`src/verilog/pis_pkg.sv`:
```
// Shared constants for the periodic interrupt microframe scheduler
package pis_pkg;
  // Microframe timing at the 40 MHz block clock
  localparam int UFRAME_NS = 125000;
  localparam int CLK_PERIOD_NS = 25;
  localparam int UFRAME_CYCLES = UFRAME_NS / CLK_PERIOD_NS;
  localparam int UFRAMES_PER_FRAME = 8;
  localparam int UFRAME_IDX_W = 3;
  localparam int FRAME_W = 11;

  // Register byte offsets
  localparam logic [11:0] CTRL_OFS = 12'h000;
  localparam logic [11:0] DESC_OFS = 12'h004;
  localparam logic [11:0] DFRAME_OFS = 12'h008;
  localparam logic [11:0] CURFRAME_OFS = 12'h00c;
  localparam logic [11:0] IRQ_STAT_OFS = 12'h010;
  localparam logic [11:0] IRQ_MASK_OFS = 12'h014;

  // Descriptor word and frame number register layout
  localparam int MASK_LSB = 0;
  localparam int MASK_W = 8;
  localparam int RESULT_LSB = 8;
  localparam int RESULT_W = 3;
  localparam int DFN_LSB = 3;
  localparam int DFN_W = 5;

  // Result code bits
  localparam int RES_ERR_BIT = 0;
  localparam int RES_BABBLE_BIT = 1;
  localparam int RES_UNDERRUN_BIT = 2;

  // Control bits
  localparam int CTRL_EN_BIT = 0;
  localparam int CTRL_DIRIN_BIT = 1;

  // Interrupt status bits
  localparam int IRQ_W = 3;
  localparam int IRQ_DONE_BIT = 0;
  localparam int IRQ_ERR_BIT = 1;
  localparam int IRQ_EMPTY_BIT = 2;

  localparam logic [31:0] RESET_WORD = 32'h0000_0000;
endpackage

```
`src/verilog/pis_txn_if.sv`:
```
// Request and outcome signals between scheduler and transaction sequencer
`timescale 1ns/1ps
`default_nettype none
interface pis_txn_if;
  logic start;
  logic dirIn;
  logic busy;
  logic done;
  logic [2:0] result;
  modport sched (output start, output dirIn, input busy, input done, input result);
  modport seq (input start, input dirIn, output busy, output done, output result);
endinterface
`default_nettype wire

```
`src/verilog/pis_uframe_timer.sv`:
```
// Microframe tick, microframe index and frame counter
`timescale 1ns/1ps
`default_nettype none
module pis_uframe_timer #(
  parameter int UFRAME_CYCLES = pis_pkg::UFRAME_CYCLES
) (
  input wire logic mclk,
  input wire logic sys_rst,
  input wire logic enable,
  output logic uframeTick,
  output logic [pis_pkg::UFRAME_IDX_W-1:0] uframeIdx,
  output logic [pis_pkg::FRAME_W-1:0] frameNum
);
  import pis_pkg::*;
  localparam int CNT_W = $clog2(UFRAME_CYCLES);
  localparam logic [CNT_W-1:0] CNT_LAST = CNT_W'(UFRAME_CYCLES - 1);

  logic [CNT_W-1:0] cnt_q, cnt_d;
  logic [UFRAME_IDX_W-1:0] idx_q, idx_d;
  logic [FRAME_W-1:0] frame_q, frame_d;
  logic tick_q, tick_d;

  always_comb begin
    cnt_d = cnt_q;
    idx_d = idx_q;
    frame_d = frame_q;
    tick_d = 1'b0;
    if (enable) begin
      if (cnt_q == CNT_LAST) begin
        cnt_d = '0;
        tick_d = 1'b1;
        idx_d = idx_q + 1'b1;
        // Index wraps after microframe 7, so a new frame begins
        if (idx_q == UFRAME_IDX_W'(UFRAMES_PER_FRAME - 1)) begin
          frame_d = frame_q + 1'b1;
        end
      end else begin
        cnt_d = cnt_q + 1'b1;
      end
    end
  end

  always_ff @(posedge mclk or posedge sys_rst) begin
    if (sys_rst) begin
      cnt_q <= '0;
      idx_q <= '1;
      frame_q <= '1;
      tick_q <= 1'b0;
    end else begin
      cnt_q <= cnt_d;
      idx_q <= idx_d;
      frame_q <= frame_d;
      tick_q <= tick_d;
    end
  end

  assign uframeTick = tick_q;
  assign uframeIdx = idx_q;
  assign frameNum = frame_q;
endmodule
`default_nettype wire

```
`src/verilog/pis_txn_seq.sv`:
```
// Issues one interrupt transaction and encodes its outcome
`timescale 1ns/1ps
`default_nettype none
module pis_txn_seq (
  input wire logic mclk,
  input wire logic sys_rst,
  pis_txn_if.seq tx,
  output logic linkReq,
  output logic linkDirIn,
  input wire logic linkDone,
  input wire logic linkErr,
  input wire logic linkBabble,
  input wire logic linkUnderrun
);
  import pis_pkg::*;

  typedef enum logic [2:0] {
    SEQ_IDLE = 3'b001,
    SEQ_WAIT = 3'b010,
    SEQ_DONE = 3'b100
  } pis_seq_state_t;

  pis_seq_state_t state_q, state_d;
  logic dirIn_q, dirIn_d;
  logic [RESULT_W-1:0] result_q, result_d;

  always_comb begin
    state_d = state_q;
    dirIn_d = dirIn_q;
    result_d = result_q;
    unique case (state_q)
      SEQ_IDLE: begin
        if (tx.start) begin
          dirIn_d = tx.dirIn;
          state_d = SEQ_WAIT;
        end
      end
      SEQ_WAIT: begin
        // Outcome is captured only once the bus transaction has finished
        if (linkDone) begin
          result_d = '0;
          result_d[RES_ERR_BIT] = linkErr; // RULE3
          result_d[RES_BABBLE_BIT] = linkBabble & dirIn_q; // RULE3
          result_d[RES_UNDERRUN_BIT] = linkUnderrun & ~dirIn_q; // RULE3
          state_d = SEQ_DONE; // RULE2
        end
      end
      SEQ_DONE: state_d = SEQ_IDLE;
      default: state_d = SEQ_IDLE;
    endcase
  end

  always_ff @(posedge mclk or posedge sys_rst) begin
    if (sys_rst) begin
      state_q <= SEQ_IDLE;
      dirIn_q <= 1'b0;
      result_q <= '0;
    end else begin
      state_q <= state_d;
      dirIn_q <= dirIn_d;
      result_q <= result_d;
    end
  end

  assign linkReq = (state_q == SEQ_WAIT);
  assign linkDirIn = dirIn_q;
  assign tx.busy = (state_q != SEQ_IDLE);
  assign tx.done = (state_q == SEQ_DONE);
  assign tx.result = result_q;
endmodule
`default_nettype wire

```
`src/verilog/pis_uframe_sched.sv`:
```
// Periodic interrupt microframe scheduler with APB registers
// How it works
// RULE1: Each microframe has a 3-bit hardware-only result field at bits 8+3n.
// RULE2: A result field is written only after its bus transaction completes.
// RULE3: Result bit0 error, bit1 babble on IN, bit2 underrun on OUT.
// RULE4: Activity mask bits 7..0; software sets them, hardware clears after processing.
// RULE5: Transactions issue only when descriptor frame number equals bus frame number.
// RULE6: An all-ones mask issues a transaction in all eight microframes.
// RULE7: Mask bit n selects microframe n of the frame.
// RULE8: Microframe 7 result at bits 31..29, microframe 5 at 25..23.
`timescale 1ns/1ps
`default_nettype none
module pis_uframe_sched #(
  parameter int UFRAME_CYCLES = pis_pkg::UFRAME_CYCLES
) (
  input wire logic mclk,
  input wire logic sys_rst,
  input wire logic [11:0] paddr,
  input wire logic psel,
  input wire logic penable,
  input wire logic pwrite,
  input wire logic [31:0] pwdata,
  output logic [31:0] prdata,
  output logic pready,
  output logic pslverr,
  output logic irq,
  output logic linkReq,
  output logic linkDirIn,
  input wire logic linkDone,
  input wire logic linkErr,
  input wire logic linkBabble,
  input wire logic linkUnderrun
);
  import pis_pkg::*;

  // Bit position of a microframe's result field
  function automatic int resultLsb(input logic [UFRAME_IDX_W-1:0] n);
    resultLsb = RESULT_LSB + RESULT_W * int'(n); // RULE1 RULE8
  endfunction

  function automatic logic isAccess(input logic [11:0] ofs);
    isAccess = psel && penable && (paddr == ofs);
  endfunction

  pis_txn_if tx ();

  logic uframeTick;
  logic [UFRAME_IDX_W-1:0] uframeIdx;
  logic [FRAME_W-1:0] frameNum;

  // Software state
  logic ctrlEn_q, ctrlEn_d;
  logic ctrlDirIn_q, ctrlDirIn_d;
  logic [MASK_W-1:0] uframe_activity_mask_q, uframe_activity_mask_d;
  logic [DFN_W-1:0] descriptor_frame_number_q, descriptor_frame_number_d;
  logic [IRQ_W-1:0] irqMask_q, irqMask_d;

  // Hardware-owned state
  logic [MASK_W*RESULT_W-1:0] results_q, results_d;
  logic [UFRAME_IDX_W-1:0] slot_q, slot_d;
  logic start_q, start_d;
  logic [IRQ_W-1:0] irqStat_q, irqStat_d;
  logic [31:0] prdata_q, prdata_d;
  logic pslverr_q, pslverr_d;

  logic frameMatch;
  logic issue;
  logic wrAcc, rdAcc, mapped;
  logic [IRQ_W-1:0] irqEvents;
  logic [MASK_W-1:0] hwClear;
  logic [31:0] descWord;

  pis_uframe_timer #(
    .UFRAME_CYCLES(UFRAME_CYCLES)
  ) u_timer (
    .mclk(mclk),
    .sys_rst(sys_rst),
    .enable(ctrlEn_q),
    .uframeTick(uframeTick),
    .uframeIdx(uframeIdx),
    .frameNum(frameNum)
  );

  pis_txn_seq u_seq (
    .mclk(mclk),
    .sys_rst(sys_rst),
    .tx(tx.seq),
    .linkReq(linkReq),
    .linkDirIn(linkDirIn),
    .linkDone(linkDone),
    .linkErr(linkErr),
    .linkBabble(linkBabble),
    .linkUnderrun(linkUnderrun)
  );

  // Only the low frame bits are held in the descriptor
  assign frameMatch = (descriptor_frame_number_q == frameNum[DFN_W-1:0]); // RULE5

  // Mask bit n gates microframe n; all ones gives every microframe
  assign issue = ctrlEn_q && uframeTick && frameMatch && !tx.busy
    && uframe_activity_mask_q[uframeIdx]; // RULE5 RULE6 RULE7

  assign descWord = {results_q, uframe_activity_mask_q};

  assign wrAcc = psel && penable && pwrite;
  assign rdAcc = psel && penable && !pwrite;
  assign mapped = (paddr == CTRL_OFS) || (paddr == DESC_OFS)
    || (paddr == DFRAME_OFS) || (paddr == CURFRAME_OFS)
    || (paddr == IRQ_STAT_OFS) || (paddr == IRQ_MASK_OFS);

  // Scheduler: launch and completion bookkeeping
  always_comb begin
    slot_d = slot_q;
    start_d = 1'b0;
    results_d = results_q;
    hwClear = '0;
    irqEvents = '0;
    if (issue) begin
      slot_d = uframeIdx;
      start_d = 1'b1;
    end
    if (tx.done) begin
      // Field updated only after the sequencer reports completion
      results_d[resultLsb(slot_q)-RESULT_LSB +: RESULT_W] = tx.result; // RULE1 RULE2
      hwClear[slot_q] = 1'b1; // RULE4
      irqEvents[IRQ_DONE_BIT] = 1'b1;
      irqEvents[IRQ_ERR_BIT] = |tx.result;
      if ((uframe_activity_mask_q & ~hwClear) == '0) begin
        irqEvents[IRQ_EMPTY_BIT] = 1'b1;
      end
    end
  end

  // Software writes
  always_comb begin
    ctrlEn_d = ctrlEn_q;
    ctrlDirIn_d = ctrlDirIn_q;
    descriptor_frame_number_d = descriptor_frame_number_q;
    irqMask_d = irqMask_q;
    // A set from software in the same cycle as the hardware clear wins
    uframe_activity_mask_d = uframe_activity_mask_q & ~hwClear; // RULE4
    if (wrAcc && (paddr == DESC_OFS)) begin
      // Software can only raise mask bits; result bits ignore writes
      uframe_activity_mask_d = uframe_activity_mask_d
        | pwdata[MASK_LSB +: MASK_W]; // RULE4
    end
    if (isAccess(CTRL_OFS) && pwrite) begin
      ctrlEn_d = pwdata[CTRL_EN_BIT];
      ctrlDirIn_d = pwdata[CTRL_DIRIN_BIT];
    end
    if (isAccess(DFRAME_OFS) && pwrite) begin
      descriptor_frame_number_d = pwdata[DFN_LSB +: DFN_W];
    end
    if (isAccess(IRQ_MASK_OFS) && pwrite) begin
      irqMask_d = pwdata[IRQ_W-1:0];
    end
  end

  // Interrupt status: write one to clear, new events win over the clear
  always_comb begin
    irqStat_d = irqStat_q;
    if (isAccess(IRQ_STAT_OFS) && pwrite) begin
      irqStat_d = irqStat_d & ~pwdata[IRQ_W-1:0];
    end
    irqStat_d = irqStat_d | irqEvents;
  end

  // Read data and error answer, zero wait states
  always_comb begin
    prdata_d = prdata_q;
    pslverr_d = 1'b0;
    if (psel && !penable) begin
      prdata_d = '0;
      pslverr_d = !mapped;
      if (!pwrite) begin
        unique case (paddr)
          CTRL_OFS: begin
            prdata_d[CTRL_EN_BIT] = ctrlEn_q;
            prdata_d[CTRL_DIRIN_BIT] = ctrlDirIn_q;
          end
          DESC_OFS: prdata_d = descWord;
          DFRAME_OFS: prdata_d[DFN_LSB +: DFN_W] = descriptor_frame_number_q;
          CURFRAME_OFS: prdata_d[FRAME_W-1:0] = frameNum;
          IRQ_STAT_OFS: prdata_d[IRQ_W-1:0] = irqStat_q;
          IRQ_MASK_OFS: prdata_d[IRQ_W-1:0] = irqMask_q;
          default: prdata_d = '0;
        endcase
      end
    end else if (rdAcc || wrAcc) begin
      pslverr_d = pslverr_q;
    end
  end

  always_ff @(posedge mclk or posedge sys_rst) begin
    if (sys_rst) begin
      ctrlEn_q <= 1'b0;
      ctrlDirIn_q <= 1'b0;
      uframe_activity_mask_q <= RESET_WORD[MASK_W-1:0];
      descriptor_frame_number_q <= RESET_WORD[DFN_W-1:0];
      irqMask_q <= RESET_WORD[IRQ_W-1:0];
      results_q <= RESET_WORD[MASK_W*RESULT_W-1:0];
      slot_q <= '0;
      start_q <= 1'b0;
      irqStat_q <= RESET_WORD[IRQ_W-1:0];
      prdata_q <= RESET_WORD;
      pslverr_q <= 1'b0;
    end else begin
      ctrlEn_q <= ctrlEn_d;
      ctrlDirIn_q <= ctrlDirIn_d;
      uframe_activity_mask_q <= uframe_activity_mask_d;
      descriptor_frame_number_q <= descriptor_frame_number_d;
      irqMask_q <= irqMask_d;
      results_q <= results_d;
      slot_q <= slot_d;
      start_q <= start_d;
      irqStat_q <= irqStat_d;
      prdata_q <= prdata_d;
      pslverr_q <= pslverr_d;
    end
  end

  assign tx.start = start_q;
  assign tx.dirIn = ctrlDirIn_q;
  assign pready = 1'b1;
  assign prdata = prdata_q;
  assign pslverr = pslverr_q && psel && penable;
  assign irq = |(irqStat_q & irqMask_q);
endmodule
`default_nettype wire

```
`config.mk`:
```
export PLATFORM = sky130hd
export DESIGN_NAME = pis_uframe_sched
export DESIGN_NICKNAME = d
export VERILOG_FILES = /design/src/verilog/pis_pkg.sv /design/src/verilog/pis_txn_if.sv /design/src/verilog/pis_uframe_timer.sv /design/src/verilog/pis_txn_seq.sv /design/src/verilog/pis_uframe_sched.sv
export SDC_FILE = /design/constraint.sdc
export NUM_CORES = 1
export LEC_CHECK = 0
export BUFFER_PORTS_ARGS = -buffer_cell sky130_fd_sc_hd__buf_4
export CORE_MARGIN = 5
export CORE_UTILIZATION = 58
export DETAILED_ROUTE_END_ITERATION = 16
export PLACE_DENSITY = 0.8
export SLEW_MARGIN = 0
export SYNTH_ARGS = -nofsm -noshare
export SYNTH_HDL_FRONTEND = slang
export SYNTH_SLANG_ARGS = --single-unit
```
`constraint.sdc`:
```
create_clock -name mclk -period 4.49 [get_ports mclk]
set_input_delay 0.449 -clock mclk [delete_from_list [all_inputs] [get_ports mclk]]
set_output_delay 0.449 -clock mclk [all_outputs]
set_load 0.005 [all_outputs]
```
# Word level (Yosys, flattened, before mapping)

Cells that the tools add are included.

Add/subtract/negate cells: 6
$mul: 1
Eq/ne operators: 15
Shift-type cells: 2
Magnitude comparators: 3
Reductions and logical operators: 39
Bitwise logic cells: 12
Multiplexer cells: 25

Operator list:

| cell                                                   | count |
|---|---|
| negator 7 -> 33 bit                                    | 1 |
| variable shift 3 x 33 -> 24 bit (first input constant) | 1 |
| variable part select 3 x 33 -> 24 bit                  | 1 |
| 2-to-1 mux 32 bit                                      | 1 |
| bitwise mux 24 bit                                     | 1 |
| equality test 12 x 4 -> 1 bit (second input constant)  | 2 |
| equality test 12 x 5 -> 1 bit (second input constant)  | 2 |
| 2-to-1 mux 21 bit                                      | 1 |
| logical AND 1 bit                                      | 20 |
| AND 8 bit                                              | 2 |
| 2-to-1 mux 8 bit                                       | 2 |
| NOT 8 bit                                              | 2 |
| case mux 5 bit (3 select lines)                        | 1 |
| adder 13 x 1 -> 13 bit (second input constant)         | 1 |
| equality test 13 bit (second input constant)           | 1 |
| 2-to-1 mux 13 bit                                      | 1 |
| equality test 12 x 3 -> 1 bit (second input constant)  | 1 |
| zero test 12 bit                                       | 1 |
| 2-to-1 mux 3 bit                                       | 4 |
| case mux 3 bit (2 select lines)                        | 2 |
| adder 11 x 1 -> 11 bit (second input constant)         | 1 |
| case mux 2 bit (5 select lines)                        | 1 |
| zero test 8 bit                                        | 1 |
| < comparator 3 x 4 -> 1 bit (second input constant)    | 2 |
| other kinds (27)                                       | 50 |

Output and inout port bits: 37
Bits of input ports: 53
Word-level logic and storage cells: 121
Bits in registers: 117

# Logic depth before layout (Yosys ltp)

Word-level depth: 10
Depth in mapped cells: 11
Mapped depth without buffers: 10

# By module

A second synthesis with hierarchy kept.

Cells, all modules: 597
Area, all modules: 6,311.1 µm²

Modules (own cells, without submodules):

| module           | cells an instance | area an instance (µm²) | sequential area each (µm²) | instances |
|---|---|---|---|---|
| pis_uframe_sched | 446               | 4,631.9                | 2,052.0                    | 1 |
| pis_uframe_timer | 127               | 1,363.8                | 718.2                      | 1 |
| pis_txn_seq      | 24                | 315.3                  | 176.4                      | 1 |

# Worst setup path before layout

Ideal clock, no wire load.

Kind: register -> register
Start point: register slot_q[0]
End point: register results_q[22]
Cell stages (with the launch flop): 10
Library setup time: 0.125 ns
Data required time: 4.365 ns
Slack: 1.358 ns
Data arrival time: 3.008 ns
Clock period less this slack: 3.132 ns
Path buffers: 1
Cell sequence: dfrtp_1 > ha_1 > fa_1 > xnor2_4 > and2_1 > ha_1 > clkbuf_1 > nor4b_4 > nor3b_1 > mux2_2

Cells in the longest elaborated chain, start to end: 6
Elaborated cells between the ends (all ways): 7
Classes of those cells: add/sub (3); mul (1); shift (2); mux (1)

Ends and longest elaborated chain:

| what                                                                                            | RTL line                | RTL |
|---|---|---|
| start: declaration                                                                              | pis_uframe_sched.sv:60  | `logic [UFRAME_IDX_W-1:0] slot_q, slot_d;` |
| start signal: assignment                                                                        | pis_uframe_sched.sv:214 | `slot_q <= slot_d;` |
| multiplier 2 x 3 -> 5 bit (*)                                                                   | pis_uframe_sched.sv:38  | `resultLsb = RESULT_LSB + RESULT_W * int'(n);` |
| adder 4 x 5 -> 6 bit (*)                                                                        | pis_uframe_sched.sv:38  |  |
| subtractor 6 x 4 -> 7 bit (*)                                                                   | pis_uframe_sched.sv:124 | `results_d[resultLsb(slot_q)-RESULT_LSB +: RESULT_W] = tx.result;` |
| negator 7 -> 33 bit (*)                                                                         | pis_uframe_sched.sv:124 |  |
| variable part select 3 x 33 -> 24 bit / variable shift 3 x 33 -> 24 bit (equally long branches) | pis_uframe_sched.sv:124 |  |
| bitwise mux 24 bit (*)                                                                          | pis_uframe_sched.sv:124 |  |
| end signal: assignment                                                                          | pis_uframe_sched.sv:201 | `results_q <= RESET_WORD[MASK_W*RESULT_W-1:0];` |
| end signal: assignment                                                                          | pis_uframe_sched.sv:213 | `results_q <= results_d;` |
| end: declaration                                                                                | pis_uframe_sched.sv:59  | `logic [MASK_W*RESULT_W-1:0] results_q, results_d;` |

Every way passes the cells marked *; elsewhere a longest branch is shown, timed or not.
A chain may end at the register's enable or synchronous reset.

# Worst setup path after layout

Start point: register slot_q[1]
End point: register results_q[14]

Same word-level chain as after synthesis.

==> metrics.md <==
| Metric | Value |
|---|---|
| Run status | finished clean |
| CP Class | reg2reg |
| Initial antenna violation count | 0 |
| Area taken by multi-input logic gates | 0.00307 sq mm |
| Wire length on met1 | 6.45 mm |
| CTS tree | yes |
| Max-slew violations | 0 |
| Setup bufs post-CTS | 0 |
| PD cells | 339 mW/mm^2 |
| Worst Setup SP | slot_q[1] |
| Root buffer cell | clkbuf_8 |
| Ys flop type | dfrtp_1 |
| 1st-iter DRT viols | 527 |
| Critical Path AT | 3.99 ns |
| Synth Register Bits | 117 |
| Slew HR | 0.366 |
| Reg area | 0.00295 sq mm |
| Final net count | 707 |
| Max-Cap Viols | 0 |
| Vias per Instance | 6.19 |
| Avg WL per Cell | 19.2 um |
| Via count | 4884 |
| Final setup TNS | 0 ns |
| Maximum level of the CTS H-tree | 4 |
| HP Class | in2async |
| RSZ-0062 raised after global routing | false |
| CP max FO | 11 |
| Mapped Avg Cell Area | 10.8 sq um |
| Leak pwr | 3.30 nW |
| DRT antenna net count | 0 |
| ANT cells | 0 |
| Worst Skew | 0.00588 ns |
| Die area | 0.0129 sq mm |
| Num CTS Buffers | 17 |
| Fin crit share | 0.798 |
| Startpoint types | flop |
| Top Metal Used | met4 |
| Hold-fix buffers, CTS | 0 |
| Met3 Routed Length | 1.07 mm |
| Fin cells | 789 |
| # DRC | 0 |
| Synth unique cells | 74 |
| Share of layout cells above drive strength 1 | 0.274 |
| FILL cells | 761 |
| Clock tree buffer depth | 2 |
| Routed WL | 15.2 mm |
| Post-synth EDFFs | 0 |
| TritonRoute pass-1 iters | 6 |
| Worst skew pair latency | 0.52 ns |
| Fmax | 0.279 GHz |
| Cells after DPL | 757 |
| Worst r2r src | slot_q[1] |
| FF-to-FF End | results_q[14] |
| Fin crit period | 3.58 ns |
| Actual slew at the worst max-slew pin | 0.950 ns |
| Initial Utilization | 0.599 |
| Required @ worst endpoint | 4.90 ns |
| Placeable Area | 0.0104 sq mm |
| Final HPWL DP | 10.8 mm |
| Hold slack | 0.151 ns |
| I/O pins | 90 |
| Die width | 113 um |
| Gr ovfl total | 0 |
| IO Port Bufs | 64 |
| Worst-path clk slew | 0.06 ns |
| Worst R2R Path Depth | 10 |
| Sequential fraction of the synthesis area | 0.475 |
| Post-CTS Resized | 0 |
| Flop-to-flop setup slack | 0.91 ns |
| Row count | 37 |
| CP endpoint | results_q[14] |
| Met2 wire len | 7.41 mm |
| Area delta synth->final | 18.7% |
| Core Util, Final | 0.711 |
| Die span in y | 113 um |
| Vias in the first global route | 4914 |
| Sink Count | 117 |
| Synthesized cell area | 0.00621 sq mm |
| Synth top area share | 0.411 |
| Area leader, netlist | dfrtp_1 |
| GP Congestion | 0.923 |
| Synthesized Nets | 642 |
| GRT Total Usage | 0.249 |
| Fin. Hold Viols | 0 |
| First-pass GRT wire length | 25.4 mm |
| Largest net degree at the start of global routing | 81 |
| Fraction of registers with async set/reset | 1.00 |
| Synth warnings | 0 |
| CP Capture Type | flop |
| Worst vdd ir | 0.000232 V |
| Final setup viols | 0 |
| Top post-synthesis cells by area | dfrtp_1 41%, mux2_2 6.9%, dfstp_2 6.3% |
| Power Total | 2.50 mW |
| Gate Count Post-Synth | 575 |
## worst max-delay path: stages, from the launching register on
cell,delay [ns]
dfrtp_1,0.44
ha_1,0.27
fa_1,0.67
nor2b_1,0.11
and2_1,0.17
ha_1,0.53
nand4bb_1,0.17
a41o_1,0.32
nor3_2,0.22
nor2b_1,0.21
mux2_2,0.35
## cell usage in the layout (no fill, tap or decap), types with 16 or more instances in the layout
cell type,netlist,routed
xnor2_1,18,18
o21ai_0,30,30
nand2_1,57,57
a22o_1,28,28
mux2_2,38,38
inv_1,17,16
a21oi_1,16,16
buf_4,5,70
nor2_1,40,40
nand3_1,16,16
clkbuf_16,0,16
dfrtp_1,102,102
## cell type report
cell class	count	area share
multi-input combinational	417	0.416
timing repair buffer	70	0.0713
tap	136	0.0231
sequential	117	0.400
clock inverter	8	0.0170
inverter	17	0.00900
clock buffer	24	0.0638
## report_power, final
group / total (mW) / leakage, nW / internal [mW] / switching (mW)
sequential: 1.06 / 1.56 / 1.06 / 0.00320
combinational: 0.0770 / 1.45 / 0.0277 / 0.0493
clock: 1.36 / 0.289 / 0.889 / 0.467
total: 2.50 / 3.30 / 1.98 / 0.520
## registers in the layout, summed over array words and instances, names as in the netlist, 3 cells and up
| signal | flops |
|---|---|
| prdata | 32 |
| irqStat_q | 3 |
| slot_q | 3 |
| u_seq.state_q | 3 |
| results_q | 24 |
| uframe_activity_mask_q | 8 |
| u_timer.uframeIdx | 3 |
| irqMask_q | 3 |
| descriptor_frame_number_q | 5 |
| u_seq.tx.result | 3 |
| u_timer.cnt_q | 13 |
| u_timer.frameNum | 11 |
## layer usage
layer  GRT usage  up-vias
met2       0.392      204
li1            -     2239
met3      0.0631       27
met4      0.0817        0
met1       0.341     2414
met5           0        -
## worst min path at each step
stage / start / end / slack (ns) / depth (start not counted)
final: sys_rst / results_q[18] / 0.15 / 2
after global routing: pwdata[7] / uframe_activity_mask_q[7] / 0.14 / 2
after CTS: pwdata[7] / uframe_activity_mask_q[7] / 0.14 / 2
after detailed placement: prdata[0] / prdata[0] / 0.47 / 2
after global placement: prdata[2] / prdata[2] / 0.47 / 2
after floorplan: results_q[3] / prdata[11] / 0.46 / 1
## cell usage after synthesis, types with 4 or more instances
library cell,number
dfrtp_1,102
nand2_1,57
nor2_1,40
mux2_2,38
o21ai_0,30
a22o_1,28
xnor2_1,18
inv_1,17
a21oi_1,16
nand3_1,16
dfstp_2,15
ha_1,13
nand4_1,13
mux2i_1,11
nor3_1,11
clkbuf_1,10
xor2_1,9
a22oi_1,8
nor2b_1,8
nand2b_1,7
and2_1,5
buf_2,5
buf_4,5
or3_1,5
and3_1,4
mux4_2,4
nand3b_1,4
nor3_2,4
o22ai_1,4
## metrics by stage
step / cell area [sq um] / worst slack, ns
after floorplan: 6210 / 0.965
after global placement: 6780 / 0.956
after detailed placement: 6780 / 0.975
after CTS: 7370 / 0.947
after global routing: 7370 / 0.713
final: 7370 / 0.908
## cell families after synthesis
group	synth area share
adder cells (fa/ha/maj)	0.0294
buffers and inverters	0.0312
XOR/XNOR	0.0478
AND/OR/NAND/NOR	0.183
multiplexers	0.101
other	0.000604
AO/OA/AOI/OAI	0.132
flip-flops	0.475
(Power assumes the default switching activity.)
